[src/rtl/rtsm_pkg.sv]
// Package for the resistive touch switch matrix: register map, fields, encodings
package rtsm_pkg;

  // Register byte offsets
  localparam logic [7:0] ADDR_CTRL   = 8'h00;
  localparam logic [7:0] ADDR_STATUS = 8'h04;
  localparam logic [7:0] ADDR_INT_ST = 8'h08;
  localparam logic [7:0] ADDR_INT_MK = 8'h0c;

  // Control register field positions
  localparam int CTRL_PX_PWR  = 0;
  localparam int CTRL_PX_GND  = 1;
  localparam int CTRL_MX_PWR  = 2;
  localparam int CTRL_MX_GND  = 3;
  localparam int CTRL_PY_PWR  = 4;
  localparam int CTRL_PY_GND  = 5;
  localparam int CTRL_MY_PWR  = 6;
  localparam int CTRL_MY_GND  = 7;
  localparam int CTRL_FALL_EN = 8;
  localparam int CTRL_RISE_EN = 9;
  localparam int CTRL_MODE_LO = 10;
  localparam int CTRL_BIAS_EN = 12;
  localparam int CTRL_SEL_LO  = 13;
  localparam int CTRL_STANDBY = 15;
  localparam int CTRL_WIDTH   = 16;

  // Interrupt status bit positions
  localparam int INT_PRESS   = 0;
  localparam int INT_RELEASE = 1;
  localparam int INT_WIDTH   = 2;

  // Reset values
  localparam logic [15:0] CTRL_RESET = 16'h0000;
  localparam logic [1:0]  INT_RESET  = 2'h0;

  // Touch mode field encodings
  typedef enum logic [1:0] {
    RTSM_MODE_INTR  = 2'b00,
    RTSM_MODE_PRESS = 2'b01,
    RTSM_MODE_POSA  = 2'b10,
    RTSM_MODE_POSB  = 2'b11
  } rtsm_mode_t;

  // Converter input routing
  typedef enum logic [2:0] {
    RTSM_ADC_XP  = 3'b000,
    RTSM_ADC_XM  = 3'b001,
    RTSM_ADC_YP  = 3'b010,
    RTSM_ADC_YM  = 3'b011,
    RTSM_ADC_CUR = 3'b100
  } rtsm_adc_t;

  // AXI response codes
  localparam logic [1:0] RESP_OKAY   = 2'h0;
  localparam logic [1:0] RESP_SLVERR = 2'h2;

endpackage

[src/rtl/rtsm_top.sv]
// Resistive touch switch matrix control with AXI4-Lite registers and touch interrupts
`timescale 1ns/100ps
`default_nettype none

module rtsm_top (
  input  wire logic        core_clk,
  input  wire logic        sys_rst,
  // AXI4-Lite slave
  input  wire logic [7:0]  s_axi_awaddr,
  input  wire logic        s_axi_awvalid,
  output logic             s_axi_awready,
  input  wire logic [31:0] s_axi_wdata,
  input  wire logic [3:0]  s_axi_wstrb,
  input  wire logic        s_axi_wvalid,
  output logic             s_axi_wready,
  output logic [1:0]       s_axi_bresp,
  output logic             s_axi_bvalid,
  input  wire logic        s_axi_bready,
  input  wire logic [7:0]  s_axi_araddr,
  input  wire logic        s_axi_arvalid,
  output logic             s_axi_arready,
  output logic [31:0]      s_axi_rdata,
  output logic [1:0]       s_axi_rresp,
  output logic             s_axi_rvalid,
  input  wire logic        s_axi_rready,
  // Filtered threshold detector outputs of the two X terminals
  input  wire logic        x_plus_detect,
  input  wire logic        x_minus_detect,
  // Switch matrix drive, one bit per terminal: plus X, minus X, plus Y, minus Y
  output logic [3:0]       terminal_power_on,
  output logic [3:0]       terminal_ground_on,
  // Bias and converter routing
  output logic             bias_resistor_on,
  output logic             bias_circuit_on,
  output logic [2:0]       adc_input_route,
  output logic             touch_irq
);

  ////////////////////////////////////////////////////////////////////////////
  // Register map, byte addresses, one 32-bit word each
  //   0x00 control, read/write, low 16 bits used:
  //     [0] plus X power    [1] plus X ground
  //     [2] minus X power   [3] minus X ground
  //     [4] plus Y power    [5] plus Y ground
  //     [6] minus Y power   [7] minus Y ground
  //     [8]     press interrupt enable, detector falling edge
  //     [9]     release interrupt enable, detector rising edge
  //     [11:10] touch_mode_field: 00 interrupt, 01 pressure, 1x position
  //     [12]    active bias enable; ignored in interrupt mode, where the active bias stays off
  //     [14:13] converter terminal select
  //     [15]    standby: only the active bias circuit is switched off
  //   0x04 status, read only, writes are ignored with OKAY:
  //     [3:0] effective ground, [6] resistor bias, [7] active bias
  //     [10:8] converter route, [11] synchronised detector level
  //   0x08 interrupt status, [0] press, [1] release
  //     Write one to clear; an event in the same cycle beats the clear
  //   0x0c interrupt mask, same layout as the status
  //   Other addresses answer SLVERR; reads return zero, writes change nothing

  ////////////////////////////////////////////////////////////////////////////
  // State

  typedef struct packed {
    logic [15:0] ctrl;
    logic [1:0]  int_st;
    logic [1:0]  int_mk;
    logic [1:0]  xp_sync;
    logic [1:0]  xm_sync;
    logic        det_prev;
    logic        aw_got;
    logic [7:0]  aw_addr;
    logic        w_got;
    logic [31:0] w_data;
    logic [3:0]  w_strb;
    logic        bvalid;
    logic [1:0]  bresp;
    logic        rvalid;
    logic [31:0] rdata;
    logic [1:0]  rresp;
    logic [3:0]  pwr;
    logic [3:0]  gnd;
    logic        bias_res;
    logic        bias_cir;
    logic [2:0]  route;
    logic        irq;
    logic        aw_rdy;
    logic        w_rdy;
    logic        ar_rdy;
  } rtsm_state_t;

  rtsm_state_t st_q;
  rtsm_state_t st_d;

  logic [3:0]  pwr_req;
  logic [3:0]  gnd_req;
  logic        det_now;
  logic        det_fall;
  logic        det_rise;
  logic [1:0]  int_set;
  logic [1:0]  int_clr;
  logic        wr_fire;
  logic        rd_fire;
  logic [31:0] wmask;
  logic [31:0] rd_val;
  logic        rd_ok;
  logic [1:0]  mode;

  ////////////////////////////////////////////////////////////////////////////
  // Switch matrix requests per terminal

  genvar gi;
  generate
    for (gi = 0; gi < 4; gi++) begin : g_term
      assign pwr_req[gi] = st_q.ctrl[2 * gi];
      assign gnd_req[gi] = st_q.ctrl[2 * gi + 1];
    end
  endgenerate

  // Write strobes expand to a bit mask
  generate
    for (gi = 0; gi < 4; gi++) begin : g_strb
      assign wmask[8 * gi +: 8] = {8{st_q.w_strb[gi]}};
    end
  endgenerate

  // Status bit positions, declared before the edge logic that indexes them
  localparam int INT_PRESS_I   = rtsm_pkg::INT_PRESS;
  localparam int INT_RELEASE_I = rtsm_pkg::INT_RELEASE;

  // Detector: low on either X terminal means pressed; second sync stage only
  // The first stage may still be settling, so nothing else reads it
  assign det_now  = st_q.xp_sync[1] & st_q.xm_sync[1];
  assign det_fall = st_q.det_prev & ~det_now;
  assign det_rise = ~st_q.det_prev & det_now;
  // Edge detection runs regardless of standby, so the irq can wake the system
  assign int_set[INT_PRESS_I]   = det_fall & st_q.ctrl[rtsm_pkg::CTRL_FALL_EN];
  assign int_set[INT_RELEASE_I] = det_rise & st_q.ctrl[rtsm_pkg::CTRL_RISE_EN];

  assign mode = st_q.ctrl[rtsm_pkg::CTRL_MODE_LO +: 2];

  ////////////////////////////////////////////////////////////////////////////
  // Bus decode

  assign wr_fire = st_q.aw_got & st_q.w_got & ~st_q.bvalid;
  assign rd_fire = s_axi_arvalid & ~st_q.rvalid;

  // Read mux; unmapped addresses answer SLVERR with zero data
  always_comb begin
    rd_val = 32'h0000_0000;
    rd_ok  = 1'b1;
    case (s_axi_araddr)
      rtsm_pkg::ADDR_CTRL:   rd_val = {16'h0000, st_q.ctrl};
      rtsm_pkg::ADDR_STATUS: rd_val = {20'h00000, det_now, st_q.route, st_q.bias_cir, st_q.bias_res,
                                       2'h0, st_q.gnd};
      rtsm_pkg::ADDR_INT_ST: rd_val = {30'h0000_0000, st_q.int_st};
      rtsm_pkg::ADDR_INT_MK: rd_val = {30'h0000_0000, st_q.int_mk};
      default:               rd_ok  = 1'b0;
    endcase
  end

  ////////////////////////////////////////////////////////////////////////////
  // Next state

  always_comb begin
    st_d    = st_q;
    int_clr = 2'h0;

    // Synchronise the detector pins, two flops each
    st_d.xp_sync  = {st_q.xp_sync[0], x_plus_detect};
    st_d.xm_sync  = {st_q.xm_sync[0], x_minus_detect};
    st_d.det_prev = det_now;

    // Write address and data are taken independently, in either order
    if (s_axi_awvalid && !st_q.aw_got) begin
      st_d.aw_got  = 1'b1;
      st_d.aw_addr = s_axi_awaddr;
    end
    if (s_axi_wvalid && !st_q.w_got) begin
      st_d.w_got  = 1'b1;
      st_d.w_data = s_axi_wdata;
      st_d.w_strb = s_axi_wstrb;
    end
    if (wr_fire) begin
      st_d.aw_got = 1'b0;
      st_d.w_got  = 1'b0;
      st_d.bvalid = 1'b1;
      st_d.bresp  = rtsm_pkg::RESP_OKAY;
      case (st_q.aw_addr)
        rtsm_pkg::ADDR_CTRL:
          st_d.ctrl = (st_q.ctrl & ~wmask[15:0]) | (st_q.w_data[15:0] & wmask[15:0]);
        rtsm_pkg::ADDR_STATUS: ;
        rtsm_pkg::ADDR_INT_ST:
          int_clr = st_q.w_data[1:0] & wmask[1:0];
        rtsm_pkg::ADDR_INT_MK:
          st_d.int_mk = (st_q.int_mk & ~wmask[1:0]) | (st_q.w_data[1:0] & wmask[1:0]);
        default:
          st_d.bresp = rtsm_pkg::RESP_SLVERR;
      endcase
    end
    if (st_q.bvalid && s_axi_bready) begin
      st_d.bvalid = 1'b0;
    end

    // Read answers one cycle after the address is taken
    if (rd_fire) begin
      st_d.rvalid = 1'b1;
      st_d.rdata  = rd_val;
      st_d.rresp  = rd_ok ? rtsm_pkg::RESP_OKAY : rtsm_pkg::RESP_SLVERR;
    end else if (st_q.rvalid && s_axi_rready) begin
      st_d.rvalid = 1'b0;
    end

    // Sticky status: a new event wins over a simultaneous clear
    st_d.int_st = (st_q.int_st & ~int_clr) | int_set;
    st_d.irq    = |(st_d.int_st & st_d.int_mk);

    // Conflict resolution: ground dominates, power only if not grounded
    st_d.gnd = gnd_req;
    st_d.pwr = pwr_req & ~gnd_req;

    // Mode decodes bias source and converter routing
    case (mode)
      rtsm_pkg::RTSM_MODE_INTR: begin
        st_d.bias_res = 1'b1;
        st_d.bias_cir = 1'b0;
        st_d.route    = {1'b0, st_q.ctrl[rtsm_pkg::CTRL_SEL_LO +: 2]};
      end
      rtsm_pkg::RTSM_MODE_PRESS: begin
        st_d.bias_res = 1'b0;
        st_d.bias_cir = st_q.ctrl[rtsm_pkg::CTRL_BIAS_EN] & ~st_q.ctrl[rtsm_pkg::CTRL_STANDBY];
        st_d.route    = rtsm_pkg::RTSM_ADC_CUR;
      end
      default: begin
        st_d.bias_res = 1'b0;
        st_d.bias_cir = st_q.ctrl[rtsm_pkg::CTRL_BIAS_EN] & ~st_q.ctrl[rtsm_pkg::CTRL_STANDBY];
        st_d.route    = {1'b0, st_q.ctrl[rtsm_pkg::CTRL_SEL_LO +: 2]};
      end
    endcase

    // Ready flags come from flops; each is the inverse of its holding flag
    // so the bus outputs need no gate after the register
    st_d.aw_rdy = ~st_d.aw_got;
    st_d.w_rdy  = ~st_d.w_got;
    st_d.ar_rdy = ~st_d.rvalid;

    if (sys_rst) begin
      st_d = '0;
      st_d.ctrl   = rtsm_pkg::CTRL_RESET;
      st_d.int_st = rtsm_pkg::INT_RESET;
      st_d.int_mk = rtsm_pkg::INT_RESET;
      st_d.xp_sync = 2'h3;
      st_d.xm_sync = 2'h3;
      st_d.det_prev = 1'b1;
      st_d.bias_res = 1'b1;
      st_d.aw_rdy   = 1'b1;
      st_d.w_rdy    = 1'b1;
      st_d.ar_rdy   = 1'b1;
    end
  end

  // Single state register
  always_ff @(posedge core_clk) begin
    st_q <= st_d;
  end

  ////////////////////////////////////////////////////////////////////////////
  // Outputs, all straight from flops

  assign s_axi_awready      = st_q.aw_rdy;
  assign s_axi_wready       = st_q.w_rdy;
  assign s_axi_bvalid       = st_q.bvalid;
  assign s_axi_bresp        = st_q.bresp;
  assign s_axi_arready      = st_q.ar_rdy;
  assign s_axi_rvalid       = st_q.rvalid;
  assign s_axi_rdata        = st_q.rdata;
  assign s_axi_rresp        = st_q.rresp;
  assign terminal_power_on  = st_q.pwr;
  assign terminal_ground_on = st_q.gnd;
  assign bias_resistor_on   = st_q.bias_res;
  assign bias_circuit_on    = st_q.bias_cir;
  assign adc_input_route    = st_q.route;
  assign touch_irq          = st_q.irq;

endmodule

`default_nettype wire

[config.mk]
export PLATFORM = sky130hd
export DESIGN_NAME = rtsm_top
export DESIGN_NICKNAME = d
export VERILOG_FILES = /design/src/rtl/rtsm_pkg.sv /design/src/rtl/rtsm_top.sv
export SDC_FILE = /design/constraint.sdc
export NUM_CORES = 1
export LEC_CHECK = 0
export ABC_AREA = 1
export BUFFER_PORTS_ARGS = -buffer_cell sky130_fd_sc_hd__buf_2
export CORE_ASPECT_RATIO = 1.1
export CORE_UTILIZATION = 55
export DETAILED_ROUTE_END_ITERATION = 8
export GPL_TIMING_DRIVEN = 0
export PLACE_DENSITY = 0.85
export SETUP_SLACK_MARGIN = 0.02
export SLEW_MARGIN = 20
export SYNTH_ARGS = -nofsm -noshare
export SYNTH_HDL_FRONTEND = slang
export SYNTH_SLANG_ARGS = --single-unit
[constraint.sdc]
create_clock -name core_clk -period 2.71 [get_ports core_clk]
set_input_delay 0.271 -clock core_clk [delete_from_list [all_inputs] [get_ports core_clk]]
set_output_delay 0.271 -clock core_clk [all_outputs]
set_load 0.005 [all_outputs]
==> qor.yml, run 1 <==
worst_hold_path:
  hold_path_depth: 2
  worstHoldStart: "x_plus_detect"
  hold_path.class: "input pin to register"
floorplanning:
  core_area_um2: 6560
  io_pins: 116
  initial_core_util: 0.569
  die_height_um: 88.4
  dieArea_um2: 7120
  fp.dieW_um: 80.5
  rows: 31
yosys:
  yosys.area.top_type: "dfxtp_1"
  seq_area_frac_synth: 0.483
  yosysWarningCount: 0
  yosysTopAreaCellShare: 0.483
  synth_common_cells: "dfxtp_1 (90), nand2_1 (74), nor2_1 (65)"
  syn_inst: 476
  synth-edff-count: 0
  ys.flop_type: "dfxtp_1"
  syn_area_um2: 3730
  async_flop_share: 0
  syn_area_per_cell_um2: 7.84
  synth.most_common_cell: "dfxtp_1"
  synth_cell_types: 29
  synth_area_leaders: "dfxtp_1 (48%), buf_4 (9.7%), nand2_1 (7.4%)"
  ys_ff_latch: 90
finish:
  antenna_cells: 0
  layout.nets: 644
  synthToLayoutAreaGrowth_pct: 19.7
  drive_gt1_frac: 0.286
  fillers: 564
critical_path:
  reg2reg_slack_ns: 1.23
  cp_max_fo: 10
  path_class: "register to register"
  cp-end-kind: "register"
  crit_start: "st_q[91]"
  rr_startpoint: "st_q[91]"
  crit_required_ns: 2.95
  regToRegEndpoint: "st_q[66]"
  worstRegToRegCells: 5
  crit_end: "st_q[66]"
  critPathLaunchType: "register"
  cp.arrival_ns: 1.72
clock_tree:
  clk_latency_ns: 0.35
  cts.path.max_buffers: 2
  cts_buffers: 9
  hold_buffers: 0
  cts_sinks: 90
  cts_resized: 0
  path_clk_slew_ns: 0.08
  cts_tree: "yes"
  htree_levels: 3
  post_cts.repair.setup_buffers: 0
  cts-root-buf: "clkbuf_8"
global_route:
  grt_overflow: 0
  grtUsageTotal: 0.230
  grt_pass1_wl_mm: 12.4
  antenna_found_initial: 0
  grt_max_degree: 14
  grt_pass1_vias: 2875
route:
  vias: 3193
  drt_iter0_drc: 190
  wire_per_inst_um: 11.4
  vias_per_cell: 4.77
  firstDrtPassIters: 4
  route.detailed.drc: 0
  drt-total-wl_mm: 7.66
  antenna_left: 0
status:
  status: "complete, no violations"
timing:
  setup_viol: 0
  min_period_over_period: 0.545
  period_needed_ns: 1.48
  setup_tns_ns: 0
  rsz0062_at_grt: "false"
  fmax_ghz: 0.677
  slew_violations: 0
  finClkSkew_ns: 0.00584
  max_slew_margin: 0.661
  worstMarginPinSlew_ns: 0.508
  final_hold_viol_count: 0
power_and_ir_drop:
  leakage_nw: 2.16
  finalPower_w: 0.00245
  p_per_area_nw_per_um2: 550
  ir_worst_vdd_v: 0.000383
place:
  hpwl_mm: 5.88
  gp_congestion: 0.842
  port_buffers: 79
flow_run:
  max_cap_violations: 0
## metrics by stage
stage / util / setup slack [ns] / cells / hold slack, ns / instance area [um^2]
final: 0.681 / 1.23 / 669 / 0.0998 / 4460
after global routing: 0.681 / 1.10 / 669 / 0.0780 / 4460
after CTS: 0.681 / 1.23 / 669 / 0.0893 / 4460
after detailed placement: 0.655 / 1.17 / 654 / 0.397 / 4290
after global placement: 0.655 / 1.23 / 654 / 0.393 / 4290
after floorplan: - / 1.49 / 493 / 0.353 / 3790
## per-layer routing
layer	track usage	routed length, um	part of all wire
met4	0.107	170	0.022
met5	0	0	0
met3	0.0639	487	0.064
met1	0.259	3220	0.42
met2	0.403	3780	0.49
## cell families after synthesis
family | count (synthesis) | share of synthesized area
compound gates | 94 | 0.134
buf+inv | 106 | 0.160
flops | 90 | 0.483
other cells | 1 | 0.00101
simple gates | 185 | 0.222
## worst min path at each step
stage / slack (ns) / end
6_report: 0.1 / st_q[104]
5_1_grt: 0.08 / s_axi_bvalid
4_1_cts: 0.09 / s_axi_bvalid
3_5_place_dp: 0.40 / st_q[105]
3_3_place_gp: 0.39 / st_q[103]
2_1_floorplan: 0.35 / terminal_ground_on[0]
## where the power goes
group | switching (W) | internal [W] | leakage (nW)
sequential | 0.0000289 | 0.00137 | 0.735
clock | 0.000428 | 0.000378 | 0.0855
combinational | 0.000144 | 0.000101 | 1.33
## placed cells by master (no fill, tap or decap), types with 15 or more instances in the layout
cell | synthesis | layout
a21oi_1 | 33 | 33
buf_2 | 3 | 82
buf_4 | 48 | 48
clkbuf_1 | 13 | 15
conb_1 | 1 | 18
dfxtp_1 | 90 | 90
inv_1 | 35 | 35
nand2_1 | 74 | 74
nand3_1 | 21 | 21
nor2_1 | 65 | 65
o21ai_0 | 48 | 48
## final cells by class
| cell class | instances | area [um^2] | share of cell area |
|---|---|---|---|
| sequential | 90 | 1800 | 0.404 |
| multi-input combinational | 297 | 1400 | 0.313 |
| buffer | 66 | 447 | 0.100 |
| timing repair buffer | 79 | 395 | 0.0886 |
| clock buffer | 13 | 159 | 0.0356 |
| inverter | 40 | 150 | 0.0336 |
| tap | 82 | 103 | 0.0230 |
| clock inverter | 2 | 12.5 | 0.00280 |
## critical path, cell delays in order (launching register included)
cell and delay (ns):
dfxtp_1 0.35, nor2_4 0.21, clkinv_1 0.27, clkbuf_1 0.29, nor2_1 0.18, nor2_1 0.07
Note: power is estimated with default switching activity, not from simulation.
==> inputs of run 2 (changes only) <==
Settings changed: CORE_UTILIZATION 55 to 51, PLACE_DENSITY 0.85 to 0.8.
Clock period 2.71 ns to 1.5 ns, I/O delays scaled along.
==> run 2 against run 1 <==
  * Sequential share of layout area shrank 0.47 points
  * Clock power increased by 97%
  * Critical path depth grew 3
  * Critical path type unchanged
  * Largest power group unchanged
  * Highest routed layer unchanged
==> qor.yml, run 2 (synthesized netlist as in run 1, its figures left out) <==
status:
  status: "complete, no violations"
place:
  gp_congestion: 0.770  # -8.7%
  pre_cts_slack_ns: 0.0976  # -1.07 ns
  port_buffers: 79  # unchanged
  hpwl_mm: 5.93  # +1.0%
  dpl_cell_area_um2: 4300  # about the same
timing:
  fmax_ghz: 0.724  # +6.9%
  rsz0062_at_grt: "false"
  final_hold_viol_count: 0  # unchanged
  setup_viol: 0  # unchanged
  finClkSkew_ns: 0.00601  # +0.000170 ns
  worst_slack_ns: 0.118  # -1.12 ns
  slew_violations: 0  # unchanged
  period_needed_ns: 1.38  # -0.0949 ns
  max_slew_margin: 0.593  # -0.0684
  setup_tns_ns: 0  # unchanged
  worstMarginPinSlew_ns: 0.611  # +0.103 ns
  min_period_over_period: 0.921  # +0.376
route:
  wire_per_inst_um: 11.7  # +2.2%
  antenna_left: 0  # unchanged
  firstDrtPassIters: 4  # unchanged
  drt_iter0_drc: 147  # -23%
  drt-total-wl_mm: 7.90  # +3.2%
  vias_per_cell: 4.74  # -0.76%
  vias: 3197  # +0.13%
  route.detailed.drc: 0  # unchanged
clock_tree:
  cts-root-buf: "clkbuf_8"
  post_cts.repair.setup_buffers: 0  # unchanged
  cts.path.max_buffers: 2  # unchanged
  cts_sinks: 90  # unchanged
  cts_tree: "yes"
  cts_buffers: 9  # unchanged
  path_clk_slew_ns: 0.08  # about the same
  clk_latency_ns: 0.35  # about the same
  htree_levels: 3  # unchanged
global_route:
  grt_overflow: 0  # unchanged
  grt_pass1_vias: 3075  # +7.0%
  antenna_found_initial: 0  # unchanged
  grtUsageTotal: 0.216  # -0.0143
  grt_max_degree: 15  # +1
  grt_pass1_wl_mm: 13.3  # +7.0%
critical_path:
  rr_startpoint: "st_q[91]"
  critPathLaunchType: "register"
  worstRegToRegCells: 8  # +3
  cp.arrival_ns: 1.61  # -0.11 ns
  crit_required_ns: 1.73  # -1.22 ns
  path_class: "register to register"
  reg2reg_slack_ns: 0.12  # -1.12 ns
  cp_max_fo: 10  # unchanged
  cp-end-kind: "register"
floorplanning:
  io_pins: 116  # unchanged
  fp.dieW_um: 83.6  # +3.8%
  die_height_um: 91.7  # +3.8%
  core_area_um2: 7050  # +7.5%
  rows: 32  # +3.2%
  dieArea_um2: 7660  # +7.6%
  initial_core_util: 0.529  # -0.0397
power_and_ir_drop:
  p_per_area_nw_per_um2: 1010  # +84%
  finalPower_w: 0.00458  # +87%
  ir_worst_vdd_v: 0.000711  # +86%
  leakage_nw: 2.17  # +0.80%
worst_hold_path:
  worstHoldStart: "s_axi_awaddr[5]"
  min_to: "st_q[97]"
  hold_path.class: "input pin to register"
  hold_path_depth: 3  # +1
finish:
  mostFrequentLayoutCells: "dfxtp_1 (90), buf_2 (82), nand2_1 (74)"
  post-route-cell-area_um2: 4520  # +1.2%
  drive_gt1_frac: 0.292  # +0.00532
  synthToLayoutAreaGrowth_pct: 21.1
  layout_commonest_cell: "dfxtp_1"
  layout.nets: 646  # +0.31%
  antenna_cells: 0  # unchanged
flow_run:
  max_cap_violations: 0  # unchanged
## run 2: critical path, stage by stage (launching register included)
cell and delay (ns):
dfxtp_1 0.40, inv_2 0.07, nor2_4 0.10, nand2_4 0.09, nor2_8 0.13, nand3_4 0.10, buf_6 0.16, nor2_1 0.14
a211oi_2 0.05
## run 2: area by class of cell
class	instances	area, um^2
Fill cell	666	2530
Buffer	65	444
Clock buffer	11	131
Sequential cell	90	1800
Multi-Input combinational cell	297	1400
Timing Repair Buffer	82	425
Clock inverter	5	55.1
Tap cell	85	106
Inverter	40	154
## run 2: what timing repair did
item,in CTS,in global routing
endpoints found under the setup margin,0,13
hold buffers,3,0
hold endpoints to repair,3,0
resized for setup,0,4
## run 2: worst max-delay path by stage
stage                     startpoint        to  slack [ns]  cells after the start
after floorplan             st_q[91]  register        0.28                      8
after global placement      st_q[91]  st_q[69]        0.11                      5
after detailed placement    st_q[91]  st_q[69]         0.1                      5
after CTS                   st_q[91]  st_q[69]        0.07                      5
after global routing        st_q[91]  register        0.02                      8
final                       st_q[91]  register        0.12                      8
## run 2: through the flow
stage / std cells / util / hold WS (ns)
2_1_floorplan: 493 / - / 0.232
3_3_place_gp: 657 / 0.610 / 0.335
3_5_place_dp: 657 / 0.610 / 0.341
5_1_grt: 675 / 0.641 / 0.0282
4_1_cts: 676 / 0.640 / 0.0108
6_report: 675 / 0.641 / 0.0149
## run 2: where the power goes
group | internal [W] | leakage [nW] | total, W | switching, W
clock | 0.000766 | 0.0893 | 0.00159 | 0.000826
sequential | 0.00248 | 0.735 | 0.00253 | 0.0000538
combinational | 0.000188 | 1.35 | 0.000452 | 0.000264
total | 0.00343 | 2.17 | 0.00458 | 0.00114
## run 2: per-layer routing
layer  global-route usage  vias up  share of wire
li1                     -     1677              -
met1                0.249     1396           0.42
met2                0.378       98           0.50
met3               0.0423       26          0.050
met4                0.113        0          0.033
met5                    0        -              0
==> inputs of run 3 (changes only) <==
Settings changed: MAX_ROUTING_LAYER set to met4.
==> run 3 against run 2 <==
  * Clock power hardly changed
  * Sequential cell count stayed put
  * Non-clock buffer count stayed put
  * Die area stayed put
  * Setup slack better by 0.00063 ns
  * First-iteration DRC count is 18% higher
  * Via count is 0.13% lower
  * Sequential power hardly changed
  * Maximum frequency hardly changed
  * Cell count stayed put
  * Core utilization stayed put
==> qor.yml, run 3 (synthesized netlist as in run 1, its figures left out) <==
route:
  vias_per_cell: 4.73  # -0.13%
  drt_iter0_drc: 173  # +18%
  route.detailed.drc: 0  # unchanged
  vias: 3193  # -0.13%
  antenna_left: 0  # unchanged
  wire_per_inst_um: 11.7  # +0.27%
  drt-total-wl_mm: 7.92  # +0.27%
  firstDrtPassIters: 4  # unchanged
timing:
  worstMarginPinSlew_ns: 0.614  # +0.00270 ns
  max_slew_margin: 0.591  # -0.00180
  period_needed_ns: 1.38  # -0.000628 ns
  final_hold_viol_count: 0  # unchanged
  slew_violations: 0  # unchanged
  setup_tns_ns: 0  # unchanged
  rsz0062_at_grt: "false"
  holdWs_ns: 0.0144  # -0.000562 ns
  finClkSkew_ns: 0.00441  # -0.00159 ns
  min_period_over_period: 0.921  # about the same
  setup_viol: 0  # unchanged
  fmax_ghz: 0.724  # about the same
clock_tree:
  cts_sinks: 90  # unchanged
  clk_latency_ns: 0.35  # about the same
  cts_tree: "yes"
  post_cts.repair.setup_buffers: 0  # unchanged
  cts-root-buf: "clkbuf_8"
  path_clk_slew_ns: 0.08  # about the same
  cts_buffers: 9  # unchanged
  cts.path.max_buffers: 2  # unchanged
  htree_levels: 3  # unchanged
floorplanning:
  dieArea_um2: 7660  # unchanged
  core_area_um2: 7050  # unchanged
  rows: 32  # unchanged
  initial_core_util: 0.529  # unchanged
  io_pins: 116  # unchanged
  fp.dieW_um: 83.6  # unchanged
  die_height_um: 91.7  # unchanged
place:
  gp_congestion: 0.780  # +1.3%
  hpwl_mm: 5.93  # unchanged
  port_buffers: 79  # unchanged
  dpl_cell_area_um2: 4300  # unchanged
power_and_ir_drop:
  clock_power_share: 0.348  # about the same
  p_per_area_nw_per_um2: 1010  # about the same
  switching_share: 0.250  # about the same
  p_seq_frac: 0.554  # about the same
  p_int_w: 0.00343  # about the same
  p_comb_frac: 0.099  # about the same
  leakage_nw: 2.17  # unchanged
  ir_worst_vdd_v: 0.000713  # +0.27%
  switchingPower_w: 0.00114  # about the same
finish:
  layout.nets: 646  # unchanged
  antenna_cells: 0  # unchanged
  mostFrequentLayoutCells: "dfxtp_1 (90), buf_2 (82), nand2_1 (74)"
  utilization: 0.641  # unchanged
  post-route-cell-area_um2: 4520  # unchanged
  layout_commonest_cell: "dfxtp_1"
  drive_gt1_frac: 0.292  # unchanged
  synthToLayoutAreaGrowth_pct: 21.1  # unchanged
critical_path:
  slowest_stage: "dfxtp_1"
  cp_top_family: "simple AND/OR/NAND/NOR gates"
  cp.arrival_ns: 1.61  # about the same
  cp-end-kind: "register"
  critPathMaxStageDelay_ns: 0.40  # about the same
  critPathLaunchType: "register"
  path_buf_inv: 2  # unchanged
  cp_max_fo: 10  # unchanged
  path_class: "register to register"
  crit_required_ns: 1.73  # about the same
  path_cells: "inv_2 -> nor2_4 -> nand2_4 -> nor2_8 -> nand3_4 -> buf_6 -> nor2_1 -> a211oi_2"
global_route:
  grtUsageTotal: 0.223  # +0.00692
  grt_overflow: 0  # unchanged
  grt_max_degree: 15  # unchanged
  grt_pass1_wl_mm: 13.3  # +0.31%
  antenna_found_initial: 0  # unchanged
  grt_pass1_vias: 3069  # -0.20%
flow_run:
  max_cap_violations: 0  # unchanged
status:
  status: "complete, no violations"
worst_hold_path:
  hold_path.class: "input pin to register"
-- run 3: cell counts in the layout (fill, tap and decap cells not counted) --
Identical to the previous run, type by type.
-- run 3: path summary, 6_finish.rpt --
path                                       from        end  slack [ns]  cells past startpoint
worst min register to register        st_q[102]  st_q[103]        0.42                      1
worst min-delay path            s_axi_awaddr[5]   st_q[97]        0.01                      3
worst max register to register         st_q[91]   register        0.12                      8
worst max-delay path                   st_q[91]   register        0.12                      8
-- run 3: timing repair --
action | CTS | global route
hold endpoints to repair | 3 | 0
endpoints found under the setup margin | 0 | 13
resized for setup | 0 | 4
hold buffers | 3 | 0
-- run 3: area by class of cell --
cell class	instances	area, um^2
plain buffers	65	444
clock buffers	11	131
clock inverters	5	55.1
fillers	666	2530
inverters	40	154
multi-input cells	297	1400
flip-flops and latches	90	1800
well taps	85	106
repair buffers	82	425
-- run 3: worst register-to-register path, stage by stage, from the launching register on --
cell and delay, ns:
dfxtp_1 0.40, inv_2 0.08, nor2_4 0.10, nand2_4 0.09
nor2_8 0.13, nand3_4 0.10, buf_6 0.16, nor2_1 0.14
a211oi_2 0.05
-- run 3: power groups by stage --
stage	clock, W	combinational (W)	sequential (W)
final	0.00159	0.000451	0.00253
after global routing	0.00171	0.000509	0.00255
after CTS	0.00160	0.000450	0.00253
after detailed placement	0	0.000439	0.00259
after global placement	0	0.000426	0.00258
after floorplan	0	0.000298	0.00258
-- run 3: per-layer routing --
metal	wire length, um	up-vias	GRT usage
li1	-	1676	-
met2	3920	97	0.379
met5	0	-	-
met1	3380	1397	0.251
met3	386	23	0.0432
met4	232	0	0.110
-- run 3: per-stage QoR --
stage	power [W]	instances	setup WS (ns)
2_1_floorplan	0.00288	493	0.280
3_3_place_gp	0.00301	657	0.106
3_5_place_dp	0.00303	657	0.0976
4_1_cts	0.00458	676	0.0710
5_1_grt	0.00476	675	0.0210
6_report	0.00458	675	0.119
